==> config.mk <==
export PLATFORM = sky130hd
export DESIGN_NAME = rfs_frontend
export DESIGN_NICKNAME = d
export VERILOG_FILES = /design/src/rfs_pkg.sv /design/src/rfs_frontend.sv /design/src/rfs_sync.sv
export SDC_FILE = /design/constraint.sdc
export NUM_CORES = 1
export LEC_CHECK = 0
export ABC_AREA = 0
export BUFFER_PORTS_ARGS = -buffer_cell sky130_fd_sc_hd__buf_2
export CAP_MARGIN = 20
export CELL_PAD_IN_SITES_DETAIL_PLACEMENT = 0
export CELL_PAD_IN_SITES_GLOBAL_PLACEMENT = 1
export CORE_MARGIN = 2
export CORE_UTILIZATION = 40
export CTS_CLUSTER_DIAMETER = 60
export CTS_CLUSTER_SIZE = 30
export DETAILED_ROUTE_END_ITERATION = 16
export GPL_TIMING_DRIVEN = 0
export PLACE_DENSITY = 0.77
export SYNTH_ARGS = -nofsm -noshare
export SYNTH_HDL_FRONTEND = slang
export SYNTH_SLANG_ARGS = --single-unit
export TNS_END_PERCENT = 5
==> constraint.sdc <==
create_clock -name clk_sys_in -period 4.03 [get_ports clk_sys_in]
set_input_delay 0.403 -clock clk_sys_in [delete_from_list [all_inputs] [get_ports clk_sys_in]]
set_output_delay 0.403 -clock clk_sys_in [all_outputs]
set_load 0.1 [all_outputs]
==> src/rfs_pkg.sv <==
package rfs_pkg;

  // Register addresses on the serial link (short ones zero-extended)
  localparam logic [9:0] GPIO_LEVEL_ADDR = 10'h033;
  localparam logic [9:0] GPIO_DIR_ADDR = 10'h034;
  localparam logic [9:0] RF_CTRL3_ADDR = 10'h203;
  localparam logic [9:0] RF_TEST_ADDR = 10'h22f;

  // Reset values of the four registers
  localparam logic [7:0] GPIO_LEVEL_RST = 8'h00;
  localparam logic [7:0] GPIO_DIR_RST = 8'h00;
  localparam logic [7:0] RF_CTRL3_RST = 8'h00;
  localparam logic [7:0] RF_TEST_RST = 8'h00;

  // Field positions
  localparam int PA_SWITCH_BIT = 1;
  localparam int LNA_SWITCH_BIT = 2;
  localparam int PA_REG_BIT = 3;
  localparam int TEST_MSB = 2;
  localparam int TEST_LSB = 0;
  localparam int TXPWR_MSB = 7;
  localparam int TXPWR_LSB = 3;

  // Test field encodings
  localparam logic [2:0] TEST_PALNA = 3'h7;
  localparam logic [2:0] TEST_NORMAL = 3'h0;

  // Serial frame bit counts
  localparam logic [4:0] CMD_BITS = 5'h08;
  localparam logic [4:0] LONG_HDR_BITS = 5'h0c;
  localparam logic [4:0] LONG_DATA_START = 5'h10;
  localparam logic [4:0] SHORT_END = 5'h10;
  localparam logic [4:0] LONG_END = 5'h18;

  typedef enum logic [1:0] {
    ST_CMD = 2'b00,
    ST_LADDR = 2'b01,
    ST_DATA = 2'b10,
    ST_DONE = 2'b11
  } rfs_spi_state_t;

  // A two-way pin: level and active-low output enable
  typedef struct packed {
    logic level;
    logic oe_n;
  } rfs_pin_t;

endpackage : rfs_pkg

==> src/rfs_frontend.sv <==
// Overview of operation
// - Test field value 111 puts the radio into automatic PA/LNA mode.
// - In PA/LNA mode the PA and LNA switch pins follow transmit and receive.
// - Regulator level bit 1 drives the pin high, powering the PA supply.
// - Regulator level bit 0 drives the pin low, shutting the PA supply.
// - Reported signal strength includes the LNA gain.
// - Transmit power code sits in bits 7:3 of rf_control_three.
// - Host link is 4-wire serial plus interrupt, wake and reset.
module rfs_frontend import rfs_pkg::*; #(
  parameter logic [7:0] LNA_GAIN = 8'h0c
) (
  input wire logic clk_sys_in,
  input wire logic rst_n_in,
  input wire logic spi_cs_n_in,
  input wire logic spi_sck_in,
  input wire logic spi_sdi_in,
  output logic spi_sdo_out,
  output logic spi_sdo_oe_n_out,
  input wire logic wake_in,
  input wire logic irq_in,
  output logic int_out,
  output logic wake_req_out,
  input wire logic tx_active_in,
  input wire logic rx_active_in,
  input wire logic [7:0] rssi_raw_in,
  output logic [7:0] rssi_report_out,
  output logic [4:0] tx_power_code_out,
  output rfs_pin_t pa_switch_pin_out,
  output rfs_pin_t lna_switch_pin_out,
  output rfs_pin_t pa_regulator_pin_out
);

  ////////////////////////////////////////////////////////////////////////
  // Pin synchronisers

  logic [3:0] pins_s;
  logic cs_n_s;
  logic sck_s;
  logic sdi_s;
  logic wake_s;

  // Select resets high: a low value would look like a frame start
  rfs_sync #(.W(4), .RST_VAL(4'h8)) u_sync (
    .clk_sys_in(clk_sys_in),
    .rst_n_in(rst_n_in),
    .d_in({spi_cs_n_in, spi_sck_in, spi_sdi_in, wake_in}),
    .q_out(pins_s)
  );

  assign cs_n_s = pins_s[3];
  assign sck_s = pins_s[2];
  assign sdi_s = pins_s[1];
  assign wake_s = pins_s[0];

  ////////////////////////////////////////////////////////////////////////
  // Register storage and read decode

  logic [7:0] gpio_level_r;
  logic [7:0] gpio_direction_r;
  logic [7:0] rf_control_three_r;
  logic [7:0] rf_test_control_r;

  // Unmapped addresses read as zero
  function automatic logic [7:0] reg_read(input logic [9:0] addr);
    case (addr)
      GPIO_LEVEL_ADDR: reg_read = gpio_level_r;
      GPIO_DIR_ADDR: reg_read = gpio_direction_r;
      RF_CTRL3_ADDR: reg_read = rf_control_three_r;
      RF_TEST_ADDR: reg_read = rf_test_control_r;
      default: reg_read = 8'h00;
    endcase
  endfunction : reg_read

  ////////////////////////////////////////////////////////////////////////
  // Serial slave, oversampled from the system clock

  rfs_spi_state_t state_r;
  logic sck_d_r;
  logic [4:0] cnt_r;
  logic [23:0] sh_r;
  logic [9:0] addr_r;
  logic wr_r;
  logic long_r;
  logic [7:0] tx_r;
  logic wr_stb_r;
  logic [7:0] wr_data_r;
  logic sck_rise;
  logic sck_fall;
  logic [23:0] sh_nxt;
  logic [4:0] cnt_nxt;

  assign sck_rise = sck_s & ~sck_d_r;
  assign sck_fall = ~sck_s & sck_d_r;
  assign sh_nxt = {sh_r[22:0], sdi_s};
  assign cnt_nxt = cnt_r + 5'h01;

  // Edge history of the serial clock
  always_ff @(posedge clk_sys_in or negedge rst_n_in) begin
    if (!rst_n_in) begin
      sck_d_r <= 1'b0;
    end else begin
      sck_d_r <= sck_s;
    end
  end

  // Frame decoder; short frame 16 bits, long frame 24 bits
  always_ff @(posedge clk_sys_in or negedge rst_n_in) begin
    if (!rst_n_in) begin
      state_r <= ST_CMD;
      cnt_r <= 5'h00;
      sh_r <= 24'h000000;
      addr_r <= 10'h000;
      wr_r <= 1'b0;
      long_r <= 1'b0;
      tx_r <= 8'h00;
      wr_stb_r <= 1'b0;
      wr_data_r <= 8'h00;
      spi_sdo_out <= 1'b0;
    end else begin
      wr_stb_r <= 1'b0;
      if (cs_n_s) begin
        state_r <= ST_CMD;
        cnt_r <= 5'h00;
      end else if (sck_rise) begin
        sh_r <= sh_nxt;
        cnt_r <= cnt_nxt;
        case (state_r)
          ST_CMD: begin
            if (cnt_nxt == CMD_BITS) begin
              if (!sh_nxt[7]) begin
                addr_r <= {4'h0, sh_nxt[6:1]};
                wr_r <= sh_nxt[0];
                long_r <= 1'b0;
                tx_r <= reg_read({4'h0, sh_nxt[6:1]});
                state_r <= ST_DATA;
              end else begin
                long_r <= 1'b1;
                state_r <= ST_LADDR;
              end
            end
          end
          ST_LADDR: begin
            if (cnt_nxt == LONG_HDR_BITS) begin
              addr_r <= sh_nxt[10:1];
              wr_r <= sh_nxt[0];
            end
            // Four filler bits pass before the data byte
            if (cnt_nxt == LONG_DATA_START) begin
              tx_r <= reg_read(addr_r);
              state_r <= ST_DATA;
            end
          end
          ST_DATA: begin
            if (cnt_nxt == (long_r ? LONG_END : SHORT_END)) begin
              wr_stb_r <= wr_r;
              wr_data_r <= sh_nxt[7:0];
              state_r <= ST_DONE;
            end
          end
          ST_DONE: begin
            cnt_r <= cnt_r; // Extra bits ignored until deselect
          end
          default: state_r <= ST_CMD;
        endcase
      end else if (sck_fall && state_r == ST_DATA) begin
        spi_sdo_out <= tx_r[7];
        tx_r <= {tx_r[6:0], 1'b0};
      end
    end
  end

  // Data line released whenever the link is deselected
  always_ff @(posedge clk_sys_in or negedge rst_n_in) begin
    if (!rst_n_in) begin
      spi_sdo_oe_n_out <= 1'b1;
    end else begin
      spi_sdo_oe_n_out <= cs_n_s;
    end
  end

  ////////////////////////////////////////////////////////////////////////
  // Register writes, applied one whole frame at a time

  always_ff @(posedge clk_sys_in or negedge rst_n_in) begin
    if (!rst_n_in) begin
      gpio_level_r <= GPIO_LEVEL_RST;
      gpio_direction_r <= GPIO_DIR_RST;
      rf_control_three_r <= RF_CTRL3_RST;
      rf_test_control_r <= RF_TEST_RST;
    end else if (wr_stb_r) begin
      case (addr_r)
        GPIO_LEVEL_ADDR: gpio_level_r <= wr_data_r;
        GPIO_DIR_ADDR: gpio_direction_r <= wr_data_r;
        RF_CTRL3_ADDR: rf_control_three_r <= wr_data_r;
        RF_TEST_ADDR: rf_test_control_r <= wr_data_r;
        default: gpio_level_r <= gpio_level_r;
      endcase
    end
  end

  ////////////////////////////////////////////////////////////////////////
  // Front-end pin drive

  logic palna_mode;

  assign palna_mode = (rf_test_control_r[TEST_MSB:TEST_LSB] == TEST_PALNA);

  // Automatic mode overrides the direction bits on the two switch pins
  always_ff @(posedge clk_sys_in or negedge rst_n_in) begin
    if (!rst_n_in) begin
      pa_switch_pin_out <= '{level: 1'b0, oe_n: 1'b1};
      lna_switch_pin_out <= '{level: 1'b0, oe_n: 1'b1};
    end else if (palna_mode) begin
      pa_switch_pin_out <= '{level: tx_active_in, oe_n: 1'b0};
      lna_switch_pin_out <= '{level: rx_active_in, oe_n: 1'b0};
    end else begin
      pa_switch_pin_out <= '{level: gpio_level_r[PA_SWITCH_BIT],
                             oe_n: ~gpio_direction_r[PA_SWITCH_BIT]};
      lna_switch_pin_out <= '{level: gpio_level_r[LNA_SWITCH_BIT],
                              oe_n: ~gpio_direction_r[LNA_SWITCH_BIT]};
    end
  end

  // Regulator pin is always software-owned; floats until direction set
  always_ff @(posedge clk_sys_in or negedge rst_n_in) begin
    if (!rst_n_in) begin
      pa_regulator_pin_out <= '{level: 1'b0, oe_n: 1'b1};
    end else begin
      pa_regulator_pin_out <= '{level: gpio_level_r[PA_REG_BIT],
                                oe_n: ~gpio_direction_r[PA_REG_BIT]};
    end
  end

  ////////////////////////////////////////////////////////////////////////
  // Status outputs

  logic [8:0] rssi_sum;

  assign rssi_sum = {1'b0, rssi_raw_in} + {1'b0, LNA_GAIN};

  // Saturate rather than wrap so a strong signal never reads as weak
  always_ff @(posedge clk_sys_in or negedge rst_n_in) begin
    if (!rst_n_in) begin
      rssi_report_out <= 8'h00;
    end else begin
      rssi_report_out <= rssi_sum[8] ? 8'hff : rssi_sum[7:0];
    end
  end

  // Power code, interrupt and wake forwarding
  always_ff @(posedge clk_sys_in or negedge rst_n_in) begin
    if (!rst_n_in) begin
      tx_power_code_out <= 5'h00;
      int_out <= 1'b0;
      wake_req_out <= 1'b0;
    end else begin
      tx_power_code_out <= rf_control_three_r[TXPWR_MSB:TXPWR_LSB];
      int_out <= irq_in;
      wake_req_out <= wake_s;
    end
  end

endmodule : rfs_frontend

==> src/rfs_sync.sv <==
module rfs_sync import rfs_pkg::*; #(
  parameter int W = 1,
  // Idle level of each pin, so reset release shows no false edge
  parameter logic [W-1:0] RST_VAL = '0
) (
  input wire logic clk_sys_in,
  input wire logic rst_n_in,
  input wire logic [W-1:0] d_in,
  output logic [W-1:0] q_out
);

  logic [W-1:0] meta_r;

  initial begin
    if (W < 1) begin
      $error("rfs_sync: width must be at least 1");
    end
  end

  // Two flops; the first feeds only the second
  always_ff @(posedge clk_sys_in or negedge rst_n_in) begin
    if (!rst_n_in) begin
      meta_r <= RST_VAL;
      q_out <= RST_VAL;
    end else begin
      meta_r <= d_in;
      q_out <= meta_r;
    end
  end

endmodule : rfs_sync
==> results.cfg, run 1 <==
[final_layout]
final_util_pct = 46.66
fin_area_mm2 = 0.005582
drive_above_1_share_pct = 31.01
syn2layout_area_growth_pct = 14.47
nFillCells = 1078
stdcell_count = 592
fin_nets = 465
antennaDiodeCount = 0

[synth]
synth_ff_type = dfrtp_1
synth_xor_area_share_pct = 1.617
synth_edf_count = 0
synth_cell_types = 50
synth_top_family_by_area = multiplexers
synth_top_area_share_pct = 53.37
synth_area_leaders = dfrtp_1, mux2_2, dfstp_2
yosys_register_bits = 110
yosysSeqAreaShare_pct = 56.61
synth_adder_area_share_pct = 1.796
yosysWarnings = 0
netlist_area_mm2 = 0.004876
muxShareOfSynthArea_pct = 17.01
avgSynthCellArea_um2 = 12.60
async_flop_share_pct = 100.0
synth_nets = 411
synth-simple-area-share_pct = 11.03
synthCells = 387
synth-compound-area-share_pct = 9.315
synth_top_area_cell = dfrtp_1

[critical_path]
end_kind = flip-flop
crit_path_start_kind = flip-flop
path_class = flip-flop to flip-flop
worstPathRequired_ns = 4.26
critical_path_arrival_ns = 2.89
path_max_fanout = 8
worstSetupStartpoint = cnt_r[0]
regToRegSetupSlack_ns = 1.37
r2r_start = cnt_r[0]

[timing]
whs_ns = 0.09068
slew_viol_final = 0
fin_ws_ns = 1.371
clock_skew_ns = 0.005748
rsz0062_at_grt = false
fmax_ghz = 0.3761
setup_tns_ns = 0
finalCriticalPeriod_ns = 2.659
slew_headroom_pct = 48.57
hold_viol = 0
finalSetupViolCount = 0
post-route-period-util_pct = 65.98
worst_pin_slew_ns = 0.7645

[detailed_routing]
ant_nets = 0
wl_per_cell_um = 16.29
drt-total-wl_um = 9643
drtPass1Iterations = 4
drcViolationCount = 0
vias = 3235
via_per_inst = 5.465
drt_iter0_markers = 197

[power]
power_leakage_nw = 2.594
powerDensity_mw_per_mm2 = 404.3
vdd_drop_max_v = 0.0002644
power_mw = 2.256

[clock_tree]
cts_tree = yes
insertion_delay_ns = 0.35
clkSinkCount = 110
post-cts-setup-buffers = 0
cts_hold_buf = 0
path_clk_slew_ns = 0.07
cts_resized = 0
numCtsBuffers = 9
cts_root_buf = clkbuf_16
htree_num_levels = 3
clockBufferDepth = 2

[global_route]
grt_pass1_vias = 3236
antenna_found_initial = 0
grt_max_degree = 60
grt_pass1_wl_um = 16440
gr-usage-all-layers_pct = 16.18
grt_overflow = 0

[floorplan]
die_h_um = 114.4
num_rows = 40
coreArea_mm2 = 0.01196
die_area_mm2 = 0.01309
ios = 40
fp.dieW_um = 114.4
start_util_pct = 40.76

[run_status]
status = finished, final reports clean

[min_path]
hp-class = input port to async pin

[place]
hpwlAfterDp_um = 6767
routabilityCongestion = 0.8165
numPortBuffers = 39
placed_cell_area_mm2 = 0.005295
dp.cells = 576
dpl_worst_slack_ns = 1.388

[job]
max-cap-violations = 0
-- power by group --
group | switching (mW) | internal (mW) | total, mW
logic | 0.131 | 0.0640 | 0.195
clock network | 0.374 | 0.478 | 0.852
registers | 0.0542 | 1.16 | 1.21
-- synth_stat cells, types with 2 or more instances --
cell	count
a21oi_1	10
a221o_1	14
a221oi_1	2
a31oi_1	2
and3b_1	2
buf_2	3
clkbuf_1	8
dfrtp_1	104
dfstp_2	6
ha_1	7
inv_1	19
mux2_2	63
mux2i_1	12
nand2_1	23
nand2b_1	6
nand3_1	16
nand3b_1	10
nor2_1	16
nor2b_1	4
nor3_1	2
nor3b_1	2
nor4_1	3
o21ai_0	10
o221ai_1	8
o31ai_1	2
or4b_2	2
xnor2_1	4
xor2_1	5
-- flip-flops by register name, indices dropped and copies added (netlist names), 2 cells and up --
name,count
pa_switch_pin_out,2
gpio_level_r,8
rf_test_control_r,8
rssi_report_out,8
tx_r,8
cnt_r,5
u_sync.meta_r,4
wr_data_r,8
state_r,2
tx_power_code_out,5
u_sync.q_out,4
rf_control_three_r,8
lna_switch_pin_out,2
pa_regulator_pin_out,2
addr_r,10
sh_r,10
gpio_direction_r,8
-- metal layers --
layer  wire length (um)  share of wire, %  track usage [%]  up-vias
li1                   -                 -                -     1511
met1               4499                47            21.96     1650
met2               4618                48            25.21       62
met3                372               3.9            4.606       12
met4                153               1.6            5.122        0
met5                  0                 0                0        -
-- final cells by class --
class                           instances  area, um2  area share, %
Multi-Input combinational cell        246       1988          35.62
Sequential cell                       110       2760          49.45
Clock inverter                          4      48.80         0.8742
Tap cell                              147      183.9          3.295
Timing Repair Buffer                   43      240.2          4.304
Inverter                               19      71.32          1.278
Clock buffer                           11      232.7          4.169
Buffer                                 12      56.30          1.009
-- path summary, 6_finish.rpt --
check | end | cells after the start
setup reg to reg | tx_r[0] | 6
max in group asynchronous | spi_sdo_oe_n_out | 2
hold reg to reg | wake_req_out | 0
min in group clk_sys_in | u_sync.meta_r[3] | 1
hold / removal | u_sync.meta_r[0] | 1
setup / recovery | tx_r[0] | 6
-- cells in the final DEF, fill, tap and decap left out, drive strengths merged, types with 2 or more instances in the layout --
| cell | count |
|---|---|
| nand3b | 10 |
| a21oi | 10 |
| clkbuf | 19 |
| and3b | 2 |
| xnor2 | 4 |
| inv | 19 |
| nor2 | 17 |
| nand2b | 6 |
| nor2b | 4 |
| a31oi | 2 |
| ha | 7 |
| nor3 | 3 |
| dfstp | 6 |
| a221o | 14 |
| nand3 | 16 |
| o221ai | 9 |
| o21ai | 10 |
| dfrtp | 104 |
| mux2i | 12 |
| nor3b | 3 |
| o31ai | 2 |
| nor4 | 3 |
| buf | 47 |
| xor2 | 5 |
| a221oi | 2 |
| mux2 | 63 |
| clkinv | 3 |
| or3 | 2 |
| nand2 | 23 |
| or4b | 2 |
-- critical path, stage by stage (launching register included) --
cell and delay (ns):
dfrtp_1 0.47, ha_1 0.33, and3_1 0.23, o221ai_1 0.41
nor3_1 0.15, o221ai_2 0.56, mux2_2 0.40
-- kinds of logic (layout without fill, tap and decap cells) --
| kind of cell | count (synthesis) | after routing |
|---|---|---|
| flops | 110 | 110 |
| mux | 75 | 75 |
| fa+ha+maj | 7 | 7 |
| buf+inv | 31 | 89 |
| compound gates | 59 | 59 |
| simple gates | 96 | 96 |
| xor+xnor | 9 | 9 |
(Power assumes the default switching activity.)
==> run 2, diff against run 1 <==
==> constraint.sdc (replaced) <==
create_clock -name clk_sys_in -period 2.6 [get_ports clk_sys_in]
set_input_delay 0.26 -clock clk_sys_in [delete_from_list [all_inputs] [get_ports clk_sys_in]]
set_output_delay 0.26 -clock clk_sys_in [all_outputs]
set_load 0.1 [all_outputs]
==> run 2 against run 1 <==
Compared with the run above:
- via count shrank 0.68%
- cell area grew 0.90%
- highest routed layer unchanged
- non-clock buffer count grew 2
- count of clock-buffer cells in the layout is the same
- critical endpoint is now rf_control_three_r[6]
==> results.cfg, run 2 (synthesis results as in run 1) <==
[final_layout]
drive_above_1_share_pct = 31.54
seqCellArea_mm2 = 0.002761
syn2layout_area_growth_pct = 15.50
fin_area_mm2 = 0.005632
final_util_pct = 47.08
reg.largest.list = addr_r (10), sh_r (10)
multiInputGateArea_mm2 = 0.002014
nFillCells = 1076
antennaDiodeCount = 0
fin_nets = 467
stdcell_count = 594
layout_common_cells = dfrtp_1, mux2_2, buf_2, nand2_1, inv_1
final_common_cell = dfrtp_1

[global_route]
grt_pass1_wl_um = 16440
grt_pass1_vias = 3238
grt_max_degree = 60
grt_overflow = 0
gr-usage-all-layers_pct = 16.19
antenna_found_initial = 0

[floorplan]
die_area_mm2 = 0.01309
ios = 40
coreArea_mm2 = 0.01196
start_util_pct = 40.76
die_h_um = 114.4
num_rows = 40
fp.dieW_um = 114.4

[detailed_routing]
drtPass1Iterations = 4
ant_nets = 0
drt_iter0_markers = 192
drt-total-wl_um = 9690
vias = 3213
drcViolationCount = 0
via_per_inst = 5.409
wl_per_cell_um = 16.31

[critical_path]
crit_path_start_kind = flip-flop
worstPathRequired_ns = 2.83
path_max_fanout = 9
end_kind = flip-flop
r2r_cells = 6
critical_path_arrival_ns = 2.75
path_class = flip-flop to flip-flop

[power]
power.switching_uw = 865.4
powerDensity_mw_per_mm2 = 621.2
p_int_mw = 2.633
pwr-share-comb_pct = 8.7
vdd_drop_max_v = 0.0004097
pwr-share-clk_pct = 37.7
power_leakage_nw = 2.599
switching_share_pct = 24.74
power_mw = 3.498
seqPwrFrac_pct = 53.6

[clock_tree]
insertion_delay_ns = 0.35
htree_num_levels = 3
cts_tree = yes
cts_root_buf = clkbuf_16
path_clk_slew_ns = 0.07
numCtsBuffers = 9
clkSinkCount = 110
post-cts-setup-buffers = 0
clockBufferDepth = 2

[timing]
fmax_ghz = 0.3966
hold_viol = 0
slew_headroom_pct = 52.03
finalCriticalPeriod_ns = 2.521
post-route-period-util_pct = 96.98
clock_skew_ns = 0.006499
worst_pin_slew_ns = 0.7129
finalSetupViolCount = 0
rsz0062_at_grt = true
slew_viol_final = 0

[min_path]
holdPathStages = 1
hp-class = input port to flip-flop

[place]
placed_cell_area_mm2 = 0.005295
hpwlAfterDp_um = 6767
dp.cells = 576
numPortBuffers = 39
routabilityCongestion = 0.8165

[run_status]
status = finished, final reports clean

[job]
max-cap-violations = 0
## run 2: cell types whose count changed in the layout (fill, tap and decap cells not counted), sizes merged
cell         delta
buf             -1
clkbuf          +1
dlygate4sd3     +2
## run 2: final timing paths
kind,from,end,slack (ns)
max,addr_r[7],rf_control_three_r[6],0.08
min,wake_in,u_sync.meta_r[0],0.02
max reg2reg,addr_r[7],rf_control_three_r[6],0.08
min reg2reg,u_sync.q_out[0],wake_req_out,0.35
max in group asynchronous,rst_n_in,spi_sdo_oe_n_out,1.33
min in group asynchronous,rst_n_in,u_sync.meta_r[0],0.50
## run 2: routing by layer
metal	GRT usage [%]	wire length (um)	vias up
li1	-	-	1519
met4	5.122	153	0
met2	25.25	4615	51
met3	4.553	339	12
met5	0	0	-
met1	21.99	4582	1631
## run 2: power by group through the flow
stage | Sequential [mW] | Clock (mW) | Combinational [mW]
4_1_cts | 1.88 | 1.36 | 0.310
3_3_place_gp | 1.91 | 0 | 0.291
2_1_floorplan | 1.97 | 0 | 0.119
3_5_place_dp | 1.91 | 0 | 0.305
5_1_grt | 1.89 | 1.43 | 0.335
6_report | 1.88 | 1.32 | 0.306
## run 2: final cells by class
cell class | instances | area share, %
timing repair buffer | 45 | 4.621
clock inverter | 4 | 0.8665
tap | 147 | 3.266
inverter | 19 | 1.266
buffer | 12 | 1.044
clock buffer | 11 | 4.132
multi-input combinational | 246 | 35.77
sequential | 110 | 49.03
## run 2: critical path: stages, from the launching register on
cell and delay, ns:
dfrtp_1 0.38, or3_4 0.43, or3_1 0.34, buf_6 0.15, or2_4 0.25, nor3b_4 0.47, mux2_2 0.39
## run 2: timing repair
item / CTS / global route
endpoints found under the setup margin: 2 / 25
gates resized for setup: 2 / 4
gates cloned: 0 / 0
endpoints found under the hold margin: 52 / 0
hold buffers: 2 / 0
pin swaps: 0 / 1
## run 2: metrics by stage
| step | hold slack [ns] | setup TNS, ns | setup slack, ns |
|---|---|---|---|
| 3_5_place_dp | 0.3347 | -0.04222 | -0.04222 |
| 3_3_place_gp | 0.3317 | -0.005939 | -0.005939 |
| 5_1_grt | 0.001984 | -0.2397 | -0.03984 |
| 4_1_cts | 0.002533 | 0 | 0.02839 |
| 6_report | 0.01601 | 0 | 0.07857 |
| 2_1_floorplan | -0.03559 | 0 | 0.2746 |
==> run 3, diff against run 2 <==
--- a/config.mk
+++ b/config.mk
@@ -16,6 +16,8 @@
 export CTS_CLUSTER_SIZE = 30
 export DETAILED_ROUTE_END_ITERATION = 16
 export GPL_TIMING_DRIVEN = 0
+export HOLD_SLACK_MARGIN = 0.02
+export MAX_ROUTING_LAYER = met4
 export PLACE_DENSITY = 0.77
 export SYNTH_ARGS = -nofsm -noshare
 export SYNTH_HDL_FRONTEND = slang
==> run 3 against run 2 <==
Compared with the run above:
- via count up 0.96%
- cell area up 0.71%
- cell count up 0.67%
- combinational power about the same
- maximum frequency up 0.31%
- sequential power about the same
- clock power about the same
- critical endpoint unchanged
==> results.cfg, run 3 (synthesis results as in run 1) <==
[detailed_routing]
drt_iter0_markers = 188
drcViolationCount = 0
via_per_inst = 5.425
vias = 3244
drt-total-wl_um = 9697
drtPass1Iterations = 4
ant_nets = 0
wl_per_cell_um = 16.22

[critical_path]
path_delay_family = simple AND/OR/NAND/NOR gates
path_class = flip-flop to flip-flop
cp_cell_sequence = or3_4 > or3_1 > buf_6 > or2_4 > nor3b_4 > mux2_2
critical_path_arrival_ns = 2.75
crit_buf_inv = 1
cpMaxStageDelayCell = nor3b_4
end_kind = flip-flop
cpPeakStageDelay_ns = 0.46
worstPathRequired_ns = 2.83
crit_path_start_kind = flip-flop
path_max_fanout = 9
regToRegSetupSlack_ns = 0.09

[floorplan]
num_rows = 40
fp.dieW_um = 114.4
ios = 40
start_util_pct = 40.76
die_area_mm2 = 0.01309
coreArea_mm2 = 0.01196
die_h_um = 114.4

[clock_tree]
cts_root_buf = clkbuf_16
cts_tree = yes
clkSinkCount = 110
clockBufferDepth = 2
htree_num_levels = 3
insertion_delay_ns = 0.35
numCtsBuffers = 9
path_clk_slew_ns = 0.07
post-cts-setup-buffers = 0

[job]
max-cap-violations = 0

[final_layout]
reg.largest.list = addr_r (10), sh_r (10)
layout_common_cells = dfrtp_1, mux2_2, buf_2, nand2_1, inv_1
fin_nets = 471
drive_above_1_share_pct = 31.26
final_common_cell = dfrtp_1
antennaDiodeCount = 0
nFillCells = 1073
syn2layout_area_growth_pct = 16.32

[timing]
worst_pin_slew_ns = 0.7228
slew_headroom_pct = 51.37
slew_viol_final = 0
clock_skew_ns = 0.005782
setup_tns_ns = 0
fin_ws_ns = 0.08634
post-route-period-util_pct = 96.68
hold_viol = 0
finalCriticalPeriod_ns = 2.514
fmax_ghz = 0.3978
finalSetupViolCount = 0
rsz0062_at_grt = true

[global_route]
grt_max_degree = 60
gr-usage-all-layers_pct = 16.73
antenna_found_initial = 0
grt_pass1_vias = 3239
grt_pass1_wl_um = 16500
grt_overflow = 0

[power]
vdd_drop_max_v = 0.0004082
power_mw = 3.502
powerDensity_mw_per_mm2 = 617.4
pwr-share-clk_pct = 37.6
pwr-share-comb_pct = 8.8
p_int_mw = 2.637
power.switching_uw = 864.9
seqPwrFrac_pct = 53.6
switching_share_pct = 24.70
power_leakage_nw = 2.615

[place]
hpwlAfterDp_um = 6767
numPortBuffers = 39
routabilityCongestion = 0.8286
dpl_worst_slack_ns = -0.04222

[min_path]
hp-class = input port to flip-flop

[run_status]
status = finished, final reports clean
==> run 3: cell count changes in the layout (fill, tap and decap cells not counted), sizes merged <==
cell,change
dlygate4sd3,+4
==> run 3: worst paths after layout <==
check                      depth (start not counted)               endpoint             from
setup / recovery                                   6  rf_control_three_r[6]        addr_r[7]
hold / removal                                     2     rssi_report_out[1]   rssi_raw_in[1]
setup reg to reg                                   6  rf_control_three_r[6]        addr_r[7]
hold reg to reg                                    0           wake_req_out  u_sync.q_out[0]
max in group asynchronous                          3        u_sync.q_out[3]         rst_n_in
min in group asynchronous                          2       u_sync.meta_r[0]         rst_n_in
==> run 3: power by group through the flow <==
stage	Combinational (mW)	Sequential, mW	Clock [mW]
3_3_place_gp	0.291	1.91	0
4_1_cts	0.315	1.88	1.36
5_1_grt	0.340	1.89	1.43
3_5_place_dp	0.305	1.91	0
6_report	0.309	1.88	1.32
2_1_floorplan	0.119	1.97	0
==> run 3: through the flow <==
stage / utilization (%) / hold slack [ns] / cell area (um2) / cells
final: 47.42 / 0.09751 / 5672 / 598
after global routing: 47.42 / 0.09732 / 5672 / 598
after CTS: 47.24 / 0.08672 / 5650 / 597
after detailed placement: 44.27 / 0.3347 / 5295 / 576
after global placement: 43.93 / 0.3317 / 5255 / 573
after floorplan: - / -0.03559 / 4876 / 387
==> run 3: area by class of cell <==
| type | instances | area, um2 | share of cell area (%) |
|---|---|---|---|
| flip-flops and latches | 110 | 2761 | 48.69 |
| multi-input cells | 246 | 2014 | 35.52 |
| repair buffers | 49 | 300.3 | 5.295 |
| clock buffers | 11 | 232.7 | 4.103 |
| well taps | 147 | 183.9 | 3.243 |
| inverters | 19 | 71.32 | 1.257 |
| plain buffers | 12 | 58.81 | 1.037 |
| clock inverters | 4 | 48.80 | 0.8604 |
==> run 3: layer usage <==
layer	share of wire [%]	vias up	wire, um	track usage [%]
met4	1.4	0	131	5.122
met5	0	-	0	-
met2	48	59	4660	25.44
li1	-	1525	-	-
met3	3.5	10	339	4.341
met1	47	1650	4565	22.13
==> run 3: timing repair <==
action                                 CTS  global route
setup endpoints to repair                2            25
gates resized for setup                  2             4
pin swaps                                0             1
endpoints found under the hold margin   56             0
hold buffers                             6             0
cloned                                   0             0
